File: src/inc/atm_pkg.sv
/*
  atm_pkg: register offsets, field layouts, reset values and trigger codes
  of the converter trigger and input mode block.
  assumes a 32-bit AHB-Lite register bus with word aligned registers.
*/
package atm_pkg;
  // register byte offsets
  localparam logic [7:0] ATM_OFS_TRIG_SEL = 8'h00;
  localparam logic [7:0] ATM_OFS_MODE_TWO = 8'h04;
  localparam logic [7:0] ATM_OFS_SOFT = 8'h08;
  localparam logic [7:0] ATM_OFS_SCAN_CTL = 8'h0c;
  localparam logic [7:0] ATM_OFS_STATUS = 8'h10;
  // trigger select layout
  localparam int ATM_SEL_W = 5;
  localparam int ATM_SEL_STRIDE = 8;
  localparam int ATM_NUM_SEL = 4;
  localparam logic [31:0] ATM_TRIG_MASK = 32'h1f1f1f1f;
  localparam logic [31:0] ATM_TRIG_RESET = 32'h00000000;
  // mode register: inputs 19..26 use bits 6..21
  localparam logic [31:0] ATM_MODE_MASK = 32'h003fffc0;
  localparam logic [31:0] ATM_MODE_RESET = 32'h00000000;
  localparam int ATM_MODE_BASE = 16;
  localparam int ATM_MODE_FIRST = 19;
  localparam int ATM_MODE_LAST = 26;
  // soft trigger register bits
  localparam int ATM_SOFT_EDGE_BIT = 0;
  localparam int ATM_SOFT_LEVEL_BIT = 1;
  // scan control: source field at 20:16
  localparam int ATM_SCAN_LSB = 16;
  localparam logic [31:0] ATM_SCAN_MASK = 32'h001f0000;
  // trigger codes
  typedef enum logic [4:0] {
    ATM_TRG_NONE = 5'h00,
    ATM_TRG_SW_EDGE = 5'h01,
    ATM_TRG_SW_LEVEL = 5'h02,
    ATM_TRG_SCAN = 5'h03,
    ATM_TRG_EXT_EXTERNAL_INTERRUPT_ZERO = 5'h04,
    ATM_TRG_TIMER1 = 5'h05,
    ATM_TRG_TIMER3 = 5'h06,
    ATM_TRG_TIMER5 = 5'h07,
    ATM_TRG_OC1 = 5'h08,
    ATM_TRG_OC3 = 5'h09,
    ATM_TRG_OC5 = 5'h0a,
    ATM_TRG_CMP1 = 5'h0b,
    ATM_TRG_CMP2 = 5'h0c,
    ATM_TRG_CTU = 5'h0d,
    ATM_TRG_CTU_ALT = 5'h1d
  } atm_code_type;
  // bus data phase states
  typedef enum logic [1:0] {
    ATM_ST_IDLE = 2'b01,
    ATM_ST_DATA = 2'b10
  } atm_state_type;
endpackage

File: src/rtl/atm_trigger_mode.sv
/*
  atm_trigger_mode: per-input trigger source selection, trigger edge
  detection, conversion request pulses and per-input sample mode bits.
  assumes an AHB-Lite master on i_clock and peripheral trigger levels
  that may come from other clocks or pins, hence are synchronised here.
  the bus slave answers every transfer at once and always with OKAY.
*/
// Functional notes
// RULE_01 - four 5-bit trigger selectors at bits 4-0, 12-8, 20-16, 28-24
// RULE_02 - code zero starts no conversion at all
// RULE_03 - code 1 converts on the global software edge trigger
// RULE_04 - code 2 converts while the global level software trigger is high
// RULE_05 - software choosing scan trigger also sets scan source and scan selects
// RULE_06 - code 4 converts on external interrupt zero
// RULE_07 - codes 5, 6, 7 convert on timer 1, 3, 5 period match
// RULE_08 - codes 8, 9, 10 convert on output compare 1, 3, 5
// RULE_09 - codes 11, 12 convert on comparator 1 and comparator 2 output
// RULE_10 - codes 13 and 29 both convert on a charge time unit event
// RULE_11 - software must not write reserved trigger codes
// RULE_12 - peripheral outputs trigger on their rising edge
// RULE_13 - mode bit 2*(n-16)+1 picks differential for inputs 19 to 26
// RULE_14 - sign bit 2*(n-16) picks signed results for inputs 19 to 26
// RULE_15 - unimplemented selector bits read zero; selectors reset to zero
// RULE_16 - sources are synchronised; one request per detected trigger event
`timescale 1ns/1ps
`default_nettype none
module atm_trigger_mode
  import atm_pkg::*;
#(
  parameter int NUM_SRC = 12
) (
  input wire logic i_clock,
  input wire logic i_arst_n,
  input wire logic i_hsel,
  input wire logic [31:0] i_haddr,
  input wire logic [1:0] i_htrans,
  input wire logic i_hwrite,
  input wire logic [2:0] i_hsize,
  input wire logic [31:0] i_hwdata,
  input wire logic i_hready,
  output logic [31:0] o_hrdata,
  output logic o_hreadyout,
  output logic o_hresp,
  input wire logic i_scan_trigger,
  input wire logic i_external_interrupt_zero,
  input wire logic i_timer_one,
  input wire logic i_timer_three,
  input wire logic i_timer_five,
  input wire logic i_output_compare_one,
  input wire logic i_output_compare_three,
  input wire logic i_output_compare_five,
  input wire logic i_comparator_one_output,
  input wire logic i_comparator_two_output,
  input wire logic i_charge_time_unit,
  output logic [ATM_NUM_SEL-1:0] o_convert_request,
  output logic [ATM_MODE_LAST-ATM_MODE_FIRST:0] o_input_differential,
  output logic [ATM_MODE_LAST-ATM_MODE_FIRST:0] o_input_signed,
  output logic [4:0] o_scan_trigger_source
);
  localparam int NUM_IN = ATM_MODE_LAST - ATM_MODE_FIRST + 1;

  // the source map below has eleven hardware sources and one tied-low slot
  if (NUM_SRC != 12) begin : g_bad_num_src
    $error("atm_trigger_mode: NUM_SRC must be 12");
  end

  // source index order inside the synchroniser vector
  localparam int SRC_SCAN = 0;
  localparam int SRC_EXTERNAL_INTERRUPT_ZERO = 1;
  localparam int SRC_T1 = 2;
  localparam int SRC_T3 = 3;
  localparam int SRC_T5 = 4;
  localparam int SRC_OC1 = 5;
  localparam int SRC_OC3 = 6;
  localparam int SRC_OC5 = 7;
  localparam int SRC_C1 = 8;
  localparam int SRC_C2 = 9;
  localparam int SRC_CTU = 10;
  localparam int SRC_LVL = 11;

  logic [31:0] trig_sel_r;
  logic [31:0] mode_two_r;
  logic [31:0] scan_ctl_r;
  logic soft_edge_r;
  logic soft_level_r;
  logic [NUM_SRC-1:0] sync1_r;
  logic [NUM_SRC-1:0] sync2_r;
  logic [NUM_SRC-1:0] prev_r;
  logic [ATM_NUM_SEL-1:0] req_r;
  logic [ATM_NUM_SEL-1:0] req_nxt;
  logic [ATM_NUM_SEL-1:0] seen_r;
  atm_state_type state_r;
  atm_state_type state_nxt;
  logic wr_pend_r;
  logic [7:0] addr_r;
  logic [31:0] rdata_r;
  logic [31:0] rdata_nxt;

  // raw peripheral levels gathered for synchronising
  wire [NUM_SRC-1:0] src_raw;
  assign src_raw = {1'b0, i_charge_time_unit, i_comparator_two_output,
                    i_comparator_one_output, i_output_compare_five,
                    i_output_compare_three, i_output_compare_one, i_timer_five,
                    i_timer_three, i_timer_one, i_external_interrupt_zero,
                    i_scan_trigger};

  // two flop synchroniser; only the second stage feeds any logic
  always_ff @(posedge i_clock or negedge i_arst_n) begin
    if (!i_arst_n) begin
      sync1_r <= '0;
      sync2_r <= '0;
    end else begin
      sync1_r <= src_raw;
      sync2_r <= sync1_r; // [RULE_16]
    end
  end

  // edge history of the synchronised levels; idle low after reset
  always_ff @(posedge i_clock or negedge i_arst_n) begin
    if (!i_arst_n) begin
      prev_r <= '0;
    end else begin
      prev_r <= sync2_r;
    end
  end

  wire [NUM_SRC-1:0] rise;
  assign rise = sync2_r & ~prev_r; // [RULE_12]

  // event for one selector code
  function automatic logic code_event(input logic [4:0] code,
                                      input logic [NUM_SRC-1:0] r,
                                      input logic sw_edge,
                                      input logic sw_level);
    logic ev;
    ev = 1'b0;
    case (code)
      ATM_TRG_NONE: ev = 1'b0; // [RULE_02]
      ATM_TRG_SW_EDGE: ev = sw_edge; // [RULE_03]
      ATM_TRG_SW_LEVEL: ev = sw_level; // [RULE_04]
      ATM_TRG_SCAN: ev = r[SRC_SCAN];
      ATM_TRG_EXT_EXTERNAL_INTERRUPT_ZERO: ev = r[SRC_EXTERNAL_INTERRUPT_ZERO]; // [RULE_06]
      ATM_TRG_TIMER1: ev = r[SRC_T1]; // [RULE_07]
      ATM_TRG_TIMER3: ev = r[SRC_T3]; // [RULE_07]
      ATM_TRG_TIMER5: ev = r[SRC_T5]; // [RULE_07]
      ATM_TRG_OC1: ev = r[SRC_OC1]; // [RULE_08]
      ATM_TRG_OC3: ev = r[SRC_OC3]; // [RULE_08]
      ATM_TRG_OC5: ev = r[SRC_OC5]; // [RULE_08]
      ATM_TRG_CMP1: ev = r[SRC_C1]; // [RULE_09]
      ATM_TRG_CMP2: ev = r[SRC_C2]; // [RULE_09]
      ATM_TRG_CTU: ev = r[SRC_CTU]; // [RULE_10]
      ATM_TRG_CTU_ALT: ev = r[SRC_CTU]; // [RULE_10]
      default: ev = 1'b0; // reserved codes never trigger
    endcase
    return ev;
  endfunction

  // per-input request; level trigger asks every cycle while the software level bit is high
  always_comb begin
    req_nxt = '0;
    for (int i = 0; i < ATM_NUM_SEL; i++) begin
      req_nxt[i] = code_event(trig_sel_r[i*ATM_SEL_STRIDE +: ATM_SEL_W], rise,
                              soft_edge_r, soft_level_r); // [RULE_01] [RULE_16]
    end
  end

  // one registered request per detected event
  always_ff @(posedge i_clock or negedge i_arst_n) begin
    if (!i_arst_n) begin
      req_r <= '0;
    end else begin
      req_r <= req_nxt;
    end
  end

  // sticky record of requests, cleared only by reset
  always_ff @(posedge i_clock or negedge i_arst_n) begin
    if (!i_arst_n) begin
      seen_r <= '0;
    end else begin
      seen_r <= seen_r | req_r;
    end
  end

  assign o_convert_request = req_r;

  // true when a byte offset names the given register
  function automatic logic ofs_hit(input logic [7:0] addr,
                                   input logic [7:0] ofs);
    logic hit;
    hit = (addr == ofs);
    return hit;
  endfunction

  // bus address phase decode; the slave never inserts wait states
  wire addr_take;
  assign addr_take = i_hsel & i_hready & i_htrans[1];
  wire read_take;
  assign read_take = addr_take & ~i_hwrite;
  wire write_take;
  assign write_take = addr_take & i_hwrite;
  wire do_write;
  assign do_write = (state_r == ATM_ST_DATA) & wr_pend_r;

  // next bus phase: a data phase follows every accepted address phase
  always_comb begin
    state_nxt = ATM_ST_IDLE;
    case (state_r)
      ATM_ST_IDLE: begin
        state_nxt = addr_take ? ATM_ST_DATA : ATM_ST_IDLE;
      end
      ATM_ST_DATA: begin
        // a new address phase may overlap this data phase
        state_nxt = addr_take ? ATM_ST_DATA : ATM_ST_IDLE;
      end
      default: begin
        state_nxt = ATM_ST_IDLE;
      end
    endcase
  end

  // bus phase and the write flag of the pending data phase
  always_ff @(posedge i_clock or negedge i_arst_n) begin
    if (!i_arst_n) begin
      state_r <= ATM_ST_IDLE;
      wr_pend_r <= 1'b0;
    end else begin
      state_r <= state_nxt;
      wr_pend_r <= write_take;
    end
  end

  // offset of the pending transfer, held between transfers
  always_ff @(posedge i_clock or negedge i_arst_n) begin
    if (!i_arst_n) begin
      addr_r <= '0;
    end else if (addr_take) begin
      addr_r <= i_haddr[7:0];
    end
  end

  // data phase write strobes, one per register except status
  wire wr_trig_sel;
  assign wr_trig_sel = do_write & ofs_hit(addr_r, ATM_OFS_TRIG_SEL);
  wire wr_mode_two;
  assign wr_mode_two = do_write & ofs_hit(addr_r, ATM_OFS_MODE_TWO);
  wire wr_soft;
  assign wr_soft = do_write & ofs_hit(addr_r, ATM_OFS_SOFT);
  wire wr_scan_ctl;
  assign wr_scan_ctl = do_write & ofs_hit(addr_r, ATM_OFS_SCAN_CTL);

  // trigger selectors; unimplemented bits are never stored
  always_ff @(posedge i_clock or negedge i_arst_n) begin
    if (!i_arst_n) begin
      trig_sel_r <= ATM_TRIG_RESET; // [RULE_15]
    end else if (wr_trig_sel) begin
      trig_sel_r <= i_hwdata & ATM_TRIG_MASK; // [RULE_15]
    end
  end

  // sample mode bits of inputs 19..26
  always_ff @(posedge i_clock or negedge i_arst_n) begin
    if (!i_arst_n) begin
      mode_two_r <= ATM_MODE_RESET;
    end else if (wr_mode_two) begin
      mode_two_r <= i_hwdata & ATM_MODE_MASK;
    end
  end

  // scan trigger source; software must also set the scan selects
  always_ff @(posedge i_clock or negedge i_arst_n) begin
    if (!i_arst_n) begin
      scan_ctl_r <= '0;
    end else if (wr_scan_ctl) begin
      scan_ctl_r <= i_hwdata & ATM_SCAN_MASK;
    end
  end

  // software edge trigger is a one cycle pulse per write of its bit
  always_ff @(posedge i_clock or negedge i_arst_n) begin
    if (!i_arst_n) begin
      soft_edge_r <= 1'b0;
    end else begin
      soft_edge_r <= wr_soft & i_hwdata[ATM_SOFT_EDGE_BIT];
    end
  end

  // software level trigger holds until software clears it
  always_ff @(posedge i_clock or negedge i_arst_n) begin
    if (!i_arst_n) begin
      soft_level_r <= 1'b0;
    end else if (wr_soft) begin
      soft_level_r <= i_hwdata[ATM_SOFT_LEVEL_BIT];
    end
  end

  // read select terms, one per register; unmapped offsets read zero
  wire [7:0] rd_ofs;
  assign rd_ofs = i_haddr[7:0];
  wire [31:0] rd_trig_sel;
  assign rd_trig_sel = ofs_hit(rd_ofs, ATM_OFS_TRIG_SEL) ?
                       (trig_sel_r & ATM_TRIG_MASK) : '0; // [RULE_15]
  wire [31:0] rd_mode_two;
  assign rd_mode_two = ofs_hit(rd_ofs, ATM_OFS_MODE_TWO) ? mode_two_r : '0;
  wire [31:0] rd_soft;
  assign rd_soft = ofs_hit(rd_ofs, ATM_OFS_SOFT) ? {30'h0, soft_level_r, 1'b0} : '0;
  wire [31:0] rd_scan_ctl;
  assign rd_scan_ctl = ofs_hit(rd_ofs, ATM_OFS_SCAN_CTL) ? scan_ctl_r : '0;
  wire [31:0] rd_status;
  assign rd_status = ofs_hit(rd_ofs, ATM_OFS_STATUS) ? {24'h0, seen_r, req_r} : '0;

  // at most one select term is non-zero
  assign rdata_nxt = rd_trig_sel | rd_mode_two | rd_soft | rd_scan_ctl | rd_status;

  // read data is taken in the address phase and stands in the data phase
  always_ff @(posedge i_clock or negedge i_arst_n) begin
    if (!i_arst_n) begin
      rdata_r <= '0;
    end else if (read_take) begin
      rdata_r <= rdata_nxt;
    end
  end

  assign o_hrdata = rdata_r;
  assign o_hreadyout = 1'b1;
  assign o_hresp = 1'b0;
  assign o_scan_trigger_source = scan_ctl_r[ATM_SCAN_LSB +: 5];

  // per-input mode bits for inputs 19..26
  always_comb begin
    o_input_differential = '0;
    o_input_signed = '0;
    for (int n = 0; n < NUM_IN; n++) begin
      o_input_differential[n] = mode_two_r[2*(n+ATM_MODE_FIRST-ATM_MODE_BASE)+1]; // [RULE_13]
      o_input_signed[n] = mode_two_r[2*(n+ATM_MODE_FIRST-ATM_MODE_BASE)]; // [RULE_14]
    end
  end
endmodule
`default_nettype wire
File: config.mk
export PLATFORM = sky130hd
export DESIGN_NAME = atm_trigger_mode
export DESIGN_NICKNAME = d
export VERILOG_FILES = /design/src/inc/atm_pkg.sv /design/src/rtl/atm_trigger_mode.sv
export SDC_FILE = /design/constraint.sdc
export NUM_CORES = 1
export LEC_CHECK = 0
export BUFFER_PORTS_ARGS = -buffer_cell sky130_fd_sc_hd__buf_2
export CAP_MARGIN = 20
export CORE_MARGIN = 8
export CORE_UTILIZATION = 40
export CTS_BUF_LIST = sky130_fd_sc_hd__clkbuf_4 sky130_fd_sc_hd__clkbuf_8
export DETAILED_ROUTE_END_ITERATION = 8
export PLACE_DENSITY = 0.64
export SYNTH_ARGS = -nofsm -noshare
export SYNTH_HDL_FRONTEND = slang
export SYNTH_SLANG_ARGS = --single-unit
File: constraint.sdc
create_clock -name i_clock -period 6.3 [get_ports i_clock]
set_clock_uncertainty 0.2 [all_clocks]
set_input_delay 0.315 -clock i_clock [delete_from_list [all_inputs] [get_ports i_clock]]
set_output_delay 0.315 -clock i_clock [all_outputs]
set_load 0.01 [all_outputs]
# Word-level counts from Yosys, hierarchy flattened

Cells that the tools add are included.
Widths: inputs -> output; s select.

Output and inout bits: 59
Bits in registers: 127

Reduce and logical (&&, ||, !) cells: 7
Mux-type cells: 11
Equal/unequal tests: 65
Bitwise logic cells: 18

Operator list:

| kind               | count |
|---|---|
| $eq 5x4->1 const B | 24 |
| $eq 5x3->1 const B | 16 |
| $pmux 1 s13        | 4 |
| $eq 5x2->1 const B | 8 |
| $eq 8x4->1 const B | 4 |
| $mux 29            | 1 |
| $or 29x2->29       | 1 |
| $or 29x21->29      | 1 |
| $or 29x22->29      | 1 |
| $or 29x8->29       | 1 |
| $mux 22            | 1 |
| $mux 21            | 1 |
| $eq 5x1->1 const B | 4 |
| $eq 5x5->1 const B | 4 |
| $eq 8x3->1 const B | 2 |
| $logic_not 8->1    | 2 |
| $and 11x11->11     | 1 |
| $not 11->11        | 1 |
| $and 1x1->1        | 10 |
| $reduce_or 2->1    | 5 |
| $eq 8x5->1 const B | 1 |
| $mux 8             | 1 |
| $mux 2             | 3 |
| $or 4x4->4         | 1 |
| 3 further kinds    | 3 |

# Depth between registers and ports, before layout

Depth in word-level cells: 6
Mapped depth: 7

# Worst setup path after synthesis

Ideal clock, no wire load.

Kind: register to register
Start point: register addr_r[5]
End point: register trig_sel_r[0]
Arrival time: 1.972 ns
Library setup time: 0.125 ns
Path slack: 4.004 ns
Buffers on the path: 1
Period minus slack after synthesis: 2.296 ns
Cell stages (with the launch flop): 6
Cells stage by stage: dfrtp_1 > or4_4 > nor4_4 > nor3b_4 > buf_6 > mux2_2

Word-level cells in the longest chain between the ends: 2

Ends and longest elaborated chain:

| item                   | RTL line                | RTL |
|---|---|---|
| from (decl)            | atm_trigger_mode.sv:95  | `logic [7:0] addr_r;` |
| from (signal assigned) | atm_trigger_mode.sv:238 | `addr_r <= i_haddr[7:0];` |
| $logic_not 8->1        | atm_trigger_mode.sv:191 | `hit = (addr == ofs);` |
| $and 1x1->1            | atm_trigger_mode.sv:244 | `assign wr_trig_sel = do_write & ofs_hit(addr_r, ATM_OFS_TRIG_SEL);` |
| to (signal assigned)   | atm_trigger_mode.sv:257 | `trig_sel_r <= i_hwdata & ATM_TRIG_MASK;` |
| to (decl)              | atm_trigger_mode.sv:81  | `logic [31:0] trig_sel_r;` |

Every way passes these cells.
A chain may end at the register's enable or synchronous reset.

# Worst setup path after layout

Start point: register addr_r[5]
End point: register trig_sel_r[17]

Same word-level chain as after synthesis.

==> impl_results.md <==
- I/O pins: approximately 140
- Design area: about 0.0066 mm^2
- Adder-cell share of the synthesized area: 0.00246
- Reg-to-Reg End: trig_sel_r[17]
- Synthesized cell area: approximately 0.0051 mm^2
- Worst EP arrival: around 3000 ps
- First-pass GRT wire length: 19500 um
- Fmax: 0.352 GHz
- 1st-pass router iterations: 4
- H-Tree Depth: 4
- Clock Pin Slew Worst Setup and Hold Paths: around 60 ps
- Slew headroom: 0.448
- Core Footprint: 0.0125 mm^2
- Fin nets: 606
- Routed vias/inst: a little over 5
- Post-synthesis compound-gate area fraction: 0.0819
- Site row count: between 40 and 50
- Combinational power share: 0.073
- Remaining DRCs: 0
- Max Used Layer: met4
- Max cap viols: 0
- Launch point of the worst reg-to-reg path: addr_r[5]
- Routed WL: around 12000 um
- Seq/Total Area, Yosys: 0.600
- Initial Util: 0.406
- Final Power: 1640 uW
- Chip height: between 100 and 150 um
- CTS Sinks: ~120
- Yosys warnings: 0
- Worst Reg2Reg Path Length in Cells: 5
- Post-synthesis mux area share: 0.157
- Ys async rst share: 1.00
- Syn avg cell area: 13.8 um^2
- Most frequent cells in the layout: dfrtp_1 (121), buf_2 (101), mux2_2 (51)
- CTS buffer count: 17
- Met1 WL: 5080 um
- Initial antenna violation count: 0
- Final hold slack: between 50 and 60 ps
- Most used DFF post-synth: dfrtp_1
- Chip width: between 100 and 150 um
- Netlist cell types: between 50 and 60
- P_sw: 360 uW
- Synth-to-Final Area Change: 29.7%
- Hold Vio Cnt, Final: 0
- Initial DRC Count: 212
- IO buf count: slightly above 100
- Pwr dens: 248 mW/mm^2
- DR WL/cell: around 17 um
- Yosys reg bits: between 100 and 150
- Layout cells sized above 1: 0.395
- Kind of critical path: register to register
- Vias post-DR: about 3600
- Clock power share: 0.414
- Tcrit/Tclk final: 0.451
- Met2 WL: 5930 um
- GRT overflow: 0
- Die ar.: approximately 0.017 mm^2
- Placed instance area: 0.00571 mm^2
- Largest family of logic cells by synthesized area: multiplexers
- GP Congestion: 0.826
- Final ANT Viol Nets: 0
- Status: finished clean
- CTS Root Cell: clkbuf_8
- Fin crit period: 2840 ps
- Most common cell after layout, fill and taps aside: dfrtp_1
- Crit path from: addr_r[5]
- Pin count of the biggest net entering global routing: 90
- Met3 wire len: ~740 um
- CP Data Required Time: 6410 ps
- Post-Synth XOR/XNOR Area: 0
- Post-Synth Simple-Gate Area: 0.124
- Leak: between 0.003 and 0.004 uW
- Post-synth EDFFs: 0
- TNS Setup: 0 ps
- Cells after synthesis: roughly 370
- Clk_lat worst skew: between 400 and 500 ps
- Max Slew Vio Count: 0
- HPWL Detailed: between 8000 and 9000 um
- Worst Setup End Kind: register
- Seq pwr share: 0.513
- CTS tree: built
- Vias in the first global route: ~3800
- Worst-path maximum fanout: 11
- Least-Margin Pin Slew: a little over 800 ps
- Hold Crit Class: input port to register
- Switching Share: 0.220
- Crit start category: register
- RSZ-0062 raised after global routing: false
- Antenna cells: 0
- VDD IR max: about 0.15 mV
- Final setup fails: 0
- Int Power: approximately 1300 uW
- GRT Total Usage: 0.153
- R2R Setup Slk: 3460 ps
- Max clock buf depth: 2
- CP endpoint: trig_sel_r[17]
==> power groups by stage <==
stage	sequential (uW)	clock, uW	combinational [uW]
finish	840	678	120
global route	844	737	131
CTS	840	704	120
detailed placement	854	0	97.8
global placement	852	0	95.2
floorplan	852	0	45.6
==> state kept, by name, summed over array words and instances, names as in the netlist, 2 cells and up <==
| name | cells |
|---|---|
| addr_r | 8 |
| mode_two_r | 16 |
| o_convert_request | 4 |
| o_hrdata | 27 |
| prev_r | 11 |
| scan_ctl_r | 5 |
| seen_r | 4 |
| state_r | 2 |
| sync1_r | 11 |
| sync2_r | 11 |
| trig_sel_r | 20 |
==> worst min-delay path by stage <==
stage          startpoint              to  slack, ps  cells after the start
2_1_floorplan    i_arst_n       addr_r[0]       -180                      0
3_3_place_gp     i_arst_n  scan_ctl_r[16]         80                      1
3_5_place_dp     i_arst_n  scan_ctl_r[18]         90                      1
4_1_cts        i_haddr[3]       addr_r[3]          9                      2
5_1_grt        i_haddr[3]       addr_r[3]         20                      2
6_report       i_haddr[3]       addr_r[3]         60                      2
==> stage by stage <==
stage	std cells	util	worst slack, ps
floorplan	374	-	4000
global placement	626	0.456	3310
detailed placement	626	0.456	3280
CTS	702	0.524	3260
global route	704	0.527	3340
finish	704	0.527	3460
==> cell families after synthesis <==
group	count (synthesis)
AO/OA/AOI/OAI	52
adder cells (fa/ha/maj)	1
buffers and inverters	32
flip-flops	122
multiplexers	67
other	2
AND/OR/NAND/NOR	93
==> worst max-delay path: stages, from the launching register on <==
cell     delay [ps]
dfrtp_1         380
or4_4           550
nor4_4          380
nor3b_4         630
buf_6           250
mux2_2          340
==> per-layer routing <==
layer  GRT usage  up-vias
met5           0        -
met4      0.0698        0
met3      0.0484       18
met2       0.248      118
met1       0.182     1785
li1            -     1667
==> layout make-up <==
type | instances | area (um^2)
clock buffer | 23 | 304
clock inverter | 8 | 92.6
fill | 1112 | 5920
inverter | 8 | 30.0
multi-input combinational | 220 | 1880
sequential | 122 | 3050
tap | 172 | 215
timing repair buffer | 151 | 1020
==> cell usage after synthesis (2+ instances only) <==
library cell | n | area share
mux4_2 | 5 | 0.022
a22oi_1 | 3 | 0.0044
o21ai_0 | 7 | 0.0069
and3_1 | 7 | 0.0086
nor2b_1 | 10 | 0.012
nand4b_1 | 3 | 0.0052
a221o_1 | 12 | 0.024
clkbuf_1 | 13 | 0.0096
buf_6 | 3 | 0.0066
nand3_1 | 4 | 0.0039
nand2b_1 | 3 | 0.0037
nor2_1 | 11 | 0.0081
a31o_2 | 3 | 0.0052
nand3b_1 | 4 | 0.0059
or3b_2 | 3 | 0.0052
nor3_1 | 8 | 0.0079
nand2_1 | 10 | 0.0074
nor3b_1 | 4 | 0.0059
mux2_2 | 51 | 0.11
inv_1 | 8 | 0.0059
nor4b_1 | 4 | 0.0069
dfrtp_1 | 121 | 0.60
o221ai_1 | 2 | 0.0034
mux2i_1 | 11 | 0.022
conb_1 | 2 | 0.0015
and4_1 | 2 | 0.0034
nor4bb_1 | 6 | 0.012
buf_4 | 7 | 0.010
a21oi_1 | 3 | 0.0030
a22o_1 | 9 | 0.015
or2_2 | 5 | 0.0061
a31oi_1 | 2 | 0.0025
or4_1 | 2 | 0.0030
==> what timing repair did <==
action / in CTS / in global routing
setup endpoints to repair: 0 / 0
hold endpoints to repair: 94 / 0
hold buffers: 45 / 0
gates resized for setup: 0 / 0
setup buffers: 0 / 0
Power figures use the tool's default switching activity.
